--- config.mk ---
export PLATFORM = sky130hd
export DESIGN_NAME = pci_local_bus_interface
export DESIGN_NICKNAME = d
export VERILOG_FILES = /design/src/pci_local_pkg.sv /design/src/pci_local_bus_interface.sv /design/src/skid_buf.sv
export SDC_FILE = /design/constraint.sdc
export NUM_CORES = 1
export LEC_CHECK = 0
export BUFFER_PORTS_ARGS = -buffer_cell sky130_fd_sc_hd__buf_2
export CAP_MARGIN = 30
export CORE_AREA = 2 2 179 181
export CTS_BUF_LIST = sky130_fd_sc_hd__clkbuf_4 sky130_fd_sc_hd__clkbuf_8
export DETAILED_ROUTE_END_ITERATION = 10
export DIE_AREA = 0 0 181 183
export PLACE_DENSITY = 0.75
export REMOVE_ABC_BUFFERS = 1
export SYNTH_ARGS = -nofsm -noshare
export SYNTH_HDL_FRONTEND = slang
export SYNTH_SLANG_ARGS = --single-unit
--- constraint.sdc ---
create_clock -name sys_clk -period 2.87 [get_ports sys_clk]
set_input_delay 0.1435 -clock sys_clk [delete_from_list [all_inputs] [get_ports sys_clk]]
set_output_delay 0.1435 -clock sys_clk [all_outputs]
set_load 0.03 [all_outputs]
--- src/pci_local_pkg.sv ---
// Purpose: Shared constants for the local-side bridge of the bus interface
// Assumes: One bus clock shared by the PCI side and both local sides
// Notes: Window encodings and master phase codes live here
package pci_local_pkg;
  localparam logic [31:0] WIN_UNUSED = 32'h0000_0002;
  localparam logic [31:0] WIN_ZERO = 32'h0000_0000;
  localparam int WIN_KIND_BIT = 0;
  localparam int WIN_TYPE_LSB = 1;
  localparam int WIN_PREF_BIT = 3;
  localparam logic [1:0] WIN_TYPE_32 = 2'h0;
  localparam logic [1:0] WIN_TYPE_64 = 2'h2;
  localparam logic [31:0] IO_SIZE_8 = 32'hFFFF_FFF9;
  localparam logic [31:0] IO_SIZE_4 = 32'hFFFF_FFFD;
  localparam logic [3:0] CMD_SPECIAL = 4'h1;
  localparam logic [3:0] CMD_MEM_READ = 4'h6;
  localparam logic [3:0] CMD_MEM_WRITE = 4'h7;
  typedef enum logic [3:0] {
    PH_TERM = 4'b0000,
    PH_ADDR = 4'b0001,
    PH_XFER = 4'b0010
  } mst_phase_type;
endpackage

--- src/pci_local_bus_interface.sv ---
// How it works
// - Zero window parameter becomes unused pattern; its register reads as zero.
// - Memory window bit0 is zero; bits 2:1 give 32 or 64-bit space.
// - Memory window bit3 reports prefetchable.
// - I/O window bit0 one, bit1 zero, size mask in bits 31:2.
// - All-ones write reads back size mask, 2 GB down to 4 bytes.
// - Eight and four byte sizes exist only for I/O windows.
// - Valid access asserts select strobe with one hit and the command.
// - Special Cycle produces no window hit.
// - Read data taken and transfer strobe given after target ready.
// - Burst read strobes every clock while local side adds no waits and the read buffer has room.
// - Write data driven with transfer strobe when local side is ready.
// - Wide target bus uses low and high strobes together.
// - Access end drops the select strobe and every hit.
// - Narrow window uses only low lanes and low strobe; write data passes on all bits.
// - Bus grant produces the local grant strobe.
// - Phase steps Termination, Address Loading, Transaction, Termination.
// - Wide master bus drives low and high master strobes together.
// - Bus request follows a detected narrow request by one clock.
// - Address Loading follows the clock where request and grant held.
// Purpose: Local target and local master sides of a PCI interface core
// Assumes: PCI-side engine gives decoded access and data-phase handshakes
// Notes: Window words are read through win_rd_sel; no bus is added
`timescale 1ns/1ps
module pci_local_bus_interface #(
  parameter int NWIN = 6,
  parameter int DW = 64,
  parameter int BLW = 8,
  parameter logic [31:0] WIN0 = 32'hFFFF_0000,
  parameter logic [31:0] WIN1 = 32'h0000_0000,
  parameter logic [31:0] WIN2 = 32'h0000_0000,
  parameter logic [31:0] WIN3 = 32'h0000_0000,
  parameter logic [31:0] WIN4 = 32'h0000_0000,
  parameter logic [31:0] WIN5 = 32'h0000_0000
) (
  input wire logic sys_clk,
  input wire logic nrst,
  input wire logic pci_access,
  input wire logic [3:0] pci_cmd,
  input wire logic [NWIN-1:0] pci_win_dec,
  input wire logic pci_cap_dec,
  input wire logic pci_rom_dec,
  input wire logic pci_wide,
  input wire logic pci_phase_ok,
  input wire logic [DW-1:0] pci_wr_data,
  input wire logic [7:0] pci_wr_lanes,
  output logic pci_rd_valid,
  output logic [DW-1:0] pci_rd_data,
  input wire logic pci_rd_take,
  input wire logic [2:0] win_rd_sel,
  input wire logic win_wr_ones,
  output logic [31:0] win_rd_word,
  output logic tgt_select_strobe_n,
  output logic [NWIN-1:0] tgt_window_hit,
  output logic tgt_cap_hit,
  output logic tgt_rom_hit,
  output logic [3:0] tgt_cmd_view,
  input wire logic [DW-1:0] tgt_read_bus,
  input wire logic tgt_side_ready_n,
  output logic tgt_low_xfer_n,
  output logic tgt_high_xfer_n,
  output logic [DW-1:0] tgt_write_bus,
  output logic [7:0] tgt_byte_lanes,
  input wire logic mst_narrow_request_n,
  input wire logic mst_wide_request_n,
  input wire logic [3:0] mst_cmd_lanes,
  input wire logic [31:0] mst_addr,
  input wire logic [BLW-1:0] mst_burst_words,
  input wire logic pci_gnt_n,
  input wire logic pci_last_done,
  output logic pci_req_n,
  output logic mst_granted_n,
  output logic [3:0] mst_phase,
  output logic mst_low_xfer_n,
  output logic mst_high_xfer_n,
  output logic [31:0] mst_addr_q,
  output logic [3:0] mst_cmd_q,
  output logic [BLW-1:0] mst_len_q,
  output logic mst_wide_q
);
  localparam logic [31:0] WIN_P [6] = '{WIN0, WIN1, WIN2, WIN3, WIN4, WIN5};
  if (NWIN != 6 || (DW != 32 && DW != 64) || BLW < 1)
  begin : g_bad_geometry
    $error("unsupported geometry");
  end
  logic [31:0] win_cfg [NWIN];
  logic [NWIN-1:0] win_used;
  genvar g;
  generate
    for (g = 0; g < NWIN; g++)
    begin : g_win
      // Zero parameter stands for an unused window
      assign win_used[g] = WIN_P[g] != pci_local_pkg::WIN_ZERO;
      assign win_cfg[g] = win_used[g] ? WIN_P[g] : pci_local_pkg::WIN_UNUSED;
    end
  endgenerate
  typedef struct packed {
    logic sel_n;
    logic [NWIN-1:0] hit;
    logic cap;
    logic rom;
    logic [3:0] cmd;
    logic lo_n;
    logic hi_n;
    logic [DW-1:0] wdata;
    logic [7:0] lanes;
    logic [DW-1:0] rdata;
    logic rvalid;
    logic [NWIN-1:0] sized;
    logic [31:0] rword;
    logic req_n;
    logic gnt_n;
    pci_local_pkg::mst_phase_type ph;
    logic mlo_n;
    logic mhi_n;
    logic [31:0] maddr;
    logic [3:0] mcmd;
    logic [BLW-1:0] mlen;
    logic mwide;
  } core_state_type;
  core_state_type st_r;
  core_state_type st_nxt;
  logic buf_in_ready;
  logic buf_out_valid;
  logic [DW-1:0] buf_out_data;
  logic is_read;
  logic is_write;
  logic narrow_win;
  logic any_req;
  logic [31:0] wsel;
  assign is_read = st_r.cmd == pci_local_pkg::CMD_MEM_READ;
  assign is_write = st_r.cmd == pci_local_pkg::CMD_MEM_WRITE;
  assign narrow_win = DW == 32 || !pci_wide;
  assign any_req = !mst_narrow_request_n || !mst_wide_request_n;
  assign wsel = win_cfg[3'(win_rd_sel) % 3'(NWIN)];
  // Push only where a read strobe goes out, so words and strobes pair one to one
  skid_buf #(.WIDTH(DW)) u_rd_buf (
    .sys_clk(sys_clk),
    .nrst(nrst),
    .in_valid(!st_r.sel_n && pci_access && is_read && !tgt_side_ready_n),
    .in_ready(buf_in_ready),
    .in_data(tgt_read_bus),
    .out_valid(buf_out_valid),
    .out_ready(pci_rd_take),
    .out_data(buf_out_data)
  );
  always_comb
  begin
    st_nxt = st_r;
    st_nxt.lo_n = 1'b1;
    st_nxt.hi_n = 1'b1;
    st_nxt.mlo_n = 1'b1;
    st_nxt.mhi_n = 1'b1;
    st_nxt.rdata = buf_out_data;
    st_nxt.rvalid = buf_out_valid && !pci_rd_take;
    if (pci_access)
    begin
      st_nxt.sel_n = 1'b0;
      st_nxt.cmd = pci_cmd;
      if (pci_cmd == pci_local_pkg::CMD_SPECIAL)
        st_nxt.hit = '0;
      else
        st_nxt.hit = pci_win_dec & win_used;
      st_nxt.cap = pci_cap_dec && pci_cmd != pci_local_pkg::CMD_SPECIAL;
      st_nxt.rom = pci_rom_dec && pci_cmd != pci_local_pkg::CMD_SPECIAL;
    end
    else
    begin
      st_nxt.sel_n = 1'b1;
      st_nxt.hit = '0;
      st_nxt.cap = 1'b0;
      st_nxt.rom = 1'b0;
    end
    // Read: strobe each clock the local side is ready and buffer has room
    if (!st_r.sel_n && pci_access && is_read && !tgt_side_ready_n && buf_in_ready)
    begin
      st_nxt.lo_n = 1'b0;
      st_nxt.hi_n = narrow_win;
    end
    if (!st_r.sel_n && pci_access && is_write && !tgt_side_ready_n && pci_phase_ok)
    begin
      st_nxt.lo_n = 1'b0;
      st_nxt.hi_n = narrow_win;
      st_nxt.wdata = pci_wr_data;
      st_nxt.lanes = narrow_win ? {4'h0, pci_wr_lanes[3:0]} : pci_wr_lanes;
    end
    // Size mask read-back after all-ones probe; unused windows read zero
    if (win_wr_ones)
      st_nxt.sized[win_rd_sel % 3'(NWIN)] = 1'b1;
    if (!win_used[win_rd_sel % 3'(NWIN)])
      st_nxt.rword = pci_local_pkg::WIN_ZERO;
    else if (st_r.sized[win_rd_sel % 3'(NWIN)])
    begin
      if (wsel[pci_local_pkg::WIN_KIND_BIT])
        st_nxt.rword = {wsel[31:2], 2'b01};
      else
        st_nxt.rword = {wsel[31:4], wsel[3], wsel[2:1] & 2'b10, 1'b0};
    end
    else
      st_nxt.rword = pci_local_pkg::WIN_ZERO;
    st_nxt.req_n = st_r.ph == pci_local_pkg::PH_TERM ? !any_req : 1'b1;
    st_nxt.gnt_n = !(!pci_gnt_n && !st_r.req_n);
    case (st_r.ph)
      pci_local_pkg::PH_TERM:
      begin
        if (any_req && !pci_gnt_n && !st_r.req_n)
        begin
          st_nxt.ph = pci_local_pkg::PH_ADDR;
          st_nxt.maddr = mst_addr;
          st_nxt.mcmd = mst_cmd_lanes;
          st_nxt.mlen = mst_burst_words;
          st_nxt.mwide = !mst_wide_request_n && DW == 64;
        end
      end
      pci_local_pkg::PH_ADDR:
        st_nxt.ph = pci_local_pkg::PH_XFER;
      pci_local_pkg::PH_XFER:
      begin
        if (pci_phase_ok)
        begin
          st_nxt.mlo_n = 1'b0;
          st_nxt.mhi_n = !st_r.mwide;
        end
        if (pci_last_done)
          st_nxt.ph = pci_local_pkg::PH_TERM;
      end
      default:
        st_nxt.ph = pci_local_pkg::PH_TERM;
    endcase
  end
  always_ff @(posedge sys_clk or negedge nrst)
  begin
    if (!nrst)
    begin
      st_r <= '0;
      st_r.sel_n <= 1'b1;
      st_r.lo_n <= 1'b1;
      st_r.hi_n <= 1'b1;
      st_r.req_n <= 1'b1;
      st_r.gnt_n <= 1'b1;
      st_r.mlo_n <= 1'b1;
      st_r.mhi_n <= 1'b1;
      st_r.ph <= pci_local_pkg::PH_TERM;
    end
    else
      st_r <= st_nxt;
  end
  // Output ports straight from the state register
  assign pci_rd_valid = st_r.rvalid;
  assign pci_rd_data = st_r.rdata;
  assign win_rd_word = st_r.rword;
  assign tgt_select_strobe_n = st_r.sel_n;
  assign tgt_window_hit = st_r.hit;
  assign tgt_cap_hit = st_r.cap;
  assign tgt_rom_hit = st_r.rom;
  assign tgt_cmd_view = st_r.cmd;
  assign tgt_low_xfer_n = st_r.lo_n;
  assign tgt_high_xfer_n = st_r.hi_n;
  assign tgt_write_bus = st_r.wdata;
  assign tgt_byte_lanes = st_r.lanes;
  assign pci_req_n = st_r.req_n;
  assign mst_granted_n = st_r.gnt_n;
  assign mst_phase = st_r.ph;
  assign mst_low_xfer_n = st_r.mlo_n;
  assign mst_high_xfer_n = st_r.mhi_n;
  assign mst_addr_q = st_r.maddr;
  assign mst_cmd_q = st_r.mcmd;
  assign mst_len_q = st_r.mlen;
  assign mst_wide_q = st_r.mwide;
  a_hits_end_access: assert property (@(posedge sys_clk) disable iff (!nrst)
    tgt_select_strobe_n |-> (tgt_window_hit == '0 && !tgt_cap_hit && !tgt_rom_hit))
    else $error("hit without access");
  a_special_no_hit: assert property (@(posedge sys_clk) disable iff (!nrst)
    (!tgt_select_strobe_n && tgt_cmd_view == pci_local_pkg::CMD_SPECIAL) |-> tgt_window_hit == '0)
    else $error("window hit on special cycle");
  a_access_select: assert property (@(posedge sys_clk) disable iff (!nrst)
    pci_access |=> !tgt_select_strobe_n && tgt_cmd_view == $past(pci_cmd))
    else $error("select strobe missing");
  a_read_after_ready: assert property (@(posedge sys_clk) disable iff (!nrst)
    (!tgt_low_xfer_n && tgt_cmd_view == pci_local_pkg::CMD_MEM_READ) |-> $past(!tgt_side_ready_n))
    else $error("read strobe without ready");
  a_high_needs_low: assert property (@(posedge sys_clk) disable iff (!nrst)
    !tgt_high_xfer_n |-> !tgt_low_xfer_n) else $error("high strobe alone");
  a_phase_walk: assert property (@(posedge sys_clk) disable iff (!nrst)
    mst_phase == pci_local_pkg::PH_ADDR |=> mst_phase == pci_local_pkg::PH_XFER)
    else $error("phase skipped");
  a_req_follows: assert property (@(posedge sys_clk) disable iff (!nrst)
    (!mst_narrow_request_n && mst_phase == pci_local_pkg::PH_TERM) |=> !pci_req_n)
    else $error("bus request late");
  a_addr_load: assert property (@(posedge sys_clk) disable iff (!nrst)
    (mst_phase == pci_local_pkg::PH_TERM && !pci_req_n && !pci_gnt_n && !mst_narrow_request_n)
    |=> mst_phase == pci_local_pkg::PH_ADDR && mst_addr_q == $past(mst_addr))
    else $error("address not loaded");
  a_mst_xfer_phase: assert property (@(posedge sys_clk) disable iff (!nrst)
    !mst_low_xfer_n |-> $past(mst_phase == pci_local_pkg::PH_XFER))
    else $error("master strobe outside transaction");
  c_burst_read: cover property (@(posedge sys_clk) disable iff (!nrst)
    !tgt_low_xfer_n [*3]);
  c_master_cycle: cover property (@(posedge sys_clk) disable iff (!nrst)
    mst_phase == pci_local_pkg::PH_ADDR ##1 mst_phase == pci_local_pkg::PH_XFER);
  c_write_xfer: cover property (@(posedge sys_clk) disable iff (!nrst)
    !tgt_low_xfer_n && tgt_cmd_view == pci_local_pkg::CMD_MEM_WRITE);
endmodule

--- src/skid_buf.sv ---
// Purpose: Two-entry valid/ready buffer in the target read data path
// Assumes: Synchronous use, active-low asynchronous reset
// Notes: Full only when both entries hold data
`timescale 1ns/1ps
module skid_buf #(
  parameter int WIDTH = 64
) (
  input wire logic sys_clk,
  input wire logic nrst,
  input wire logic in_valid,
  output logic in_ready,
  input wire logic [WIDTH-1:0] in_data,
  output logic out_valid,
  input wire logic out_ready,
  output logic [WIDTH-1:0] out_data
);
  typedef struct packed {
    logic [1:0][WIDTH-1:0] mem;
    logic [1:0] cnt;
  } skid_state_type;
  skid_state_type st_r;
  skid_state_type st_nxt;
  logic push;
  logic pop;
  assign in_ready = st_r.cnt != 2'd2;
  assign out_valid = st_r.cnt != 2'd0;
  assign out_data = st_r.mem[0];
  assign push = in_valid && in_ready;
  assign pop = out_valid && out_ready;
  always_comb
  begin
    st_nxt = st_r;
    if (pop)
    begin
      st_nxt.mem[0] = st_r.mem[1];
    end
    if (push)
    begin
      if (st_r.cnt == 2'd0 || (st_r.cnt == 2'd1 && pop))
        st_nxt.mem[0] = in_data;
      else
        st_nxt.mem[1] = in_data;
    end
    st_nxt.cnt = 2'(st_r.cnt + {1'b0, push} - {1'b0, pop});
  end
  always_ff @(posedge sys_clk or negedge nrst)
  begin
    if (!nrst)
      st_r <= '0;
    else
      st_r <= st_nxt;
  end
  a_never_over: assert property (@(posedge sys_clk) disable iff (!nrst)
    st_r.cnt <= 2'd2) else $error("buffer count over two");
endmodule

==> flow_summary.yaml <==
clock_network:
  clkTransAtPathRegs_ns: 0.07
  clock_sinks: 330
  cts.path.max_buffers: 3
  postCtsHoldBufs: 210
  htree_levels: 2
  cts_buffers: 54
  post_cts_resized: 0
  clock_latency_ns: 0.58
  postCtsSetupBuffers: 0
  cts-root-buf: "clkbuf_8"
  cts_tree: "yes"
detailed_routing:
  num_vias: 9136
  dr.pass1.iters: 4
  dr.first_iter.drc_count: 366
  wl_per_cell_um: 18.7
  via_per_inst: 4.73
  ant_nets: 0
  routed_wl_um: 36100
  drc: 0
global_routing:
  grt-ovfl-total: 0
  antenna_found_initial: 5
  grt_pass1_wl_um: 55000
  track_usage_pct: 21.4
  grt_max_degree: 89
  grt_pass1_vias: 9909
final_layout:
  layout.area.seq_sq_mm: 0.00827
  fill_cells: 2398
  final_cell_mix: "414 x buf_2, 323 x dfrtp_1, 210 x dlygate4sd3_1"
  multi_input_area_sq_mm: 0.00371
  layout-drive-gt1-share_pct: 45.5
  final_nets: 1691
  area_growth_pct: 30.6
  final_common_cell: "buf_2"
power_and_ir_drop:
  p_int_mw: 9.87
  powerDensity_mw_per_mm2: 828
  comb_power_share_pct: 29.1
  p_seq_share_pct: 42.1
  clkPwrFrac_pct: 28.8
  p_sw_share_pct: 34.3
  p_leak_nw: 9.62
  vdd_drop_max_mv: 0.461
  p_switching_mw: 5.16
min_path:
  hold_path_class: "input pin to async pin"
timing:
  slew_headroom_pct: 48.5
  rsz0062_at_grt: "false"
  hold_viol: 0
  period_share_pct: 79.9
  setup_violations: 0
  setup_tns_ns: 0
  worst_clock_skew_ns: 0.0276
  worst_slew_pin_slew_ns: 0.773
  slew_viol_final: 0
  holdWs_ns: 0.195
  fin_crit_ns: 2.29
  layout_setup_ws_ns: 0.577
  fmax_ghz: 0.436
critical_path:
  critical_path.startpoint_type: "register"
  max_stage_delay_ns: 0.57
  crit_path_max_fanout: 76
  regToRegSetupSlack_ns: 0.58
  endpoint: "tgt_byte_lanes[6]"
  path_cells: "nand4bb_4 > nor4b_4 > buf_12 > nand3_1 > dlygate4sd3_1 > o21ai_0"
  critical_path_class: "register to register"
  crit_required_ns: 3.36
  critical_path.slowest_cell: "dlygate4sd3_1"
  r2r_end: "tgt_byte_lanes[6]"
  reg2reg_depth: 6
  reg2reg_from: "tgt_cmd_view[3]"
  crit_start: "tgt_cmd_view[3]"
  cp.arrival_ns: 2.78
  cp-end-kind: "register"
place:
  place_congestion: 0.832
  post-dp-hpwl_um: 22300
  pre_cts_ws_ns: 0.705
  port-buffer-count: 415
logic_synthesis:
  syn_area_per_cell_sq_um: 13.5
  synth_warnings: 0
  ys_seq_area_share_pct: 59.5
  ys_seq_elements: 330
  postSynthCellCount: 1030
  synth.distinct_cells: 39
  syn_area_sq_mm: 0.0139
floorplan:
  die_w_um: 181
  die_area_sq_mm: 0.0331
  num_rows: 65
  fp.coreArea_sq_mm: 0.0312
  die_h_um: 183
  ios: 444
  start_util_pct: 44.5
run:
  drv_cap: 0
status:
  outcome: "completed"
-- critical path, delay by kind of cell (launching register included) --
family / cells / cell delay (ns)
AOI/OAI and AO/OA: 1 / 0.07
buffers and inverters: 2 / 0.91
DFF: 1 / 0.39
and+or+nand+nor: 3 / 0.76
-- area by class of cell --
cell class,count,area share [%]
clock buffer,89,6.09
antenna,7,0.0964
multi-input combinational,444,20.4
clock inverter,6,0.303
inverter,12,0.248
timing repair buffer,641,24.6
sequential,330,45.5
tap,402,2.77
-- logic make-up after synthesis --
logic type	count (synthesis)	synth area share [%]
DFF	330	59.5
AOI/OAI and AO/OA	76	3.05
other	1	0.0270
and+or+nand+nor	96	3.29
adders and majority gates	1	0.0900
muxes	246	19.3
xor gates and xnor gates	2	0.126
buffers and inverters	278	14.6
-- worst min-delay path by stage --
stage | start | to
3_5_place_dp | nrst | tgt_write_bus[27]
3_3_place_gp | nrst | tgt_write_bus[27]
6_report | nrst | tgt_write_bus[21]
5_1_grt | nrst | tgt_write_bus[38]
4_1_cts | nrst | tgt_write_bus[27]
2_1_floorplan | nrst | mst_addr_q[0]
-- synth_stat cells (all sizes together) --
master	instances	area, sq um
dfrtp	323	8080
buf	259	1960
mux2	180	2030
nand2	71	267
o21ai	70	358
mux2i	66	661
inv	12	45.0
clkbuf	7	31.3
dfstp	7	184
nor2	5	18.8
nand3	4	20.0
and2	3	18.8
nor4b	2	32.5
or2	2	12.5
or3b	2	20.0
xnor2	2	17.5
a2111oi	1	15.0
a211o	1	8.76
a21o	1	7.51
a21oi	1	5.00
a31o	1	8.76
conb	1	3.75
ha	1	12.5
nand2b	1	6.26
nand3b	1	7.51
nand4b	1	8.76
nand4bb	1	27.5
nor2b	1	6.26
nor3	1	5.00
nor3b	1	7.51
o211ai	1	21.3
-- stage by stage --
| step | instances | total power, mW | util [%] | instance area, sq um |
|---|---|---|---|---|
| after floorplan | 786 | 9.13 | - | 12000 |
| after global placement | 1618 | 10.3 | 47.6 | 14900 |
| after detailed placement | 1619 | 10.5 | 47.7 | 14900 |
| after CTS | 1924 | 15.1 | 58.1 | 18100 |
| after global routing | 1930 | 15.8 | 58.1 | 18200 |
| final | 1931 | 15.0 | 58.2 | 18200 |
-- power by group through the flow --
| stage | sequential (mW) | combinational [mW] | clock (mW) |
|---|---|---|---|
| 3_3_place_gp | 6.30 | 4.04 | 0 |
| 5_1_grt | 6.47 | 4.62 | 4.67 |
| 3_5_place_dp | 6.36 | 4.12 | 0 |
| 6_report | 6.32 | 4.38 | 4.33 |
| 4_1_cts | 6.29 | 4.35 | 4.44 |
| 2_1_floorplan | 7.77 | 1.36 | 0 |
-- registers in the layout (all words and copies together) (netlist names), 2 cells and up --
| signal | flops |
|---|---|
| mst_len_q | 8 |
| u_rd_buf.out_data | 64 |
| tgt_cmd_view | 4 |
| mst_cmd_q | 4 |
| mst_phase | 2 |
| tgt_write_bus | 64 |
| u_rd_buf.st_r | 66 |
| tgt_byte_lanes | 8 |
| pci_rd_data | 64 |
| mst_addr_q | 32 |
-- layer usage --
metal	global-route usage [%]	share of wire (%)	up-vias
li1	-	-	4124
met1	22.7	35	4505
met2	36.6	50	378
met3	7.57	8.7	129
met4	13.0	6.3	0
met5	0	0	-
Note: power is estimated with default switching activity, not from simulation.
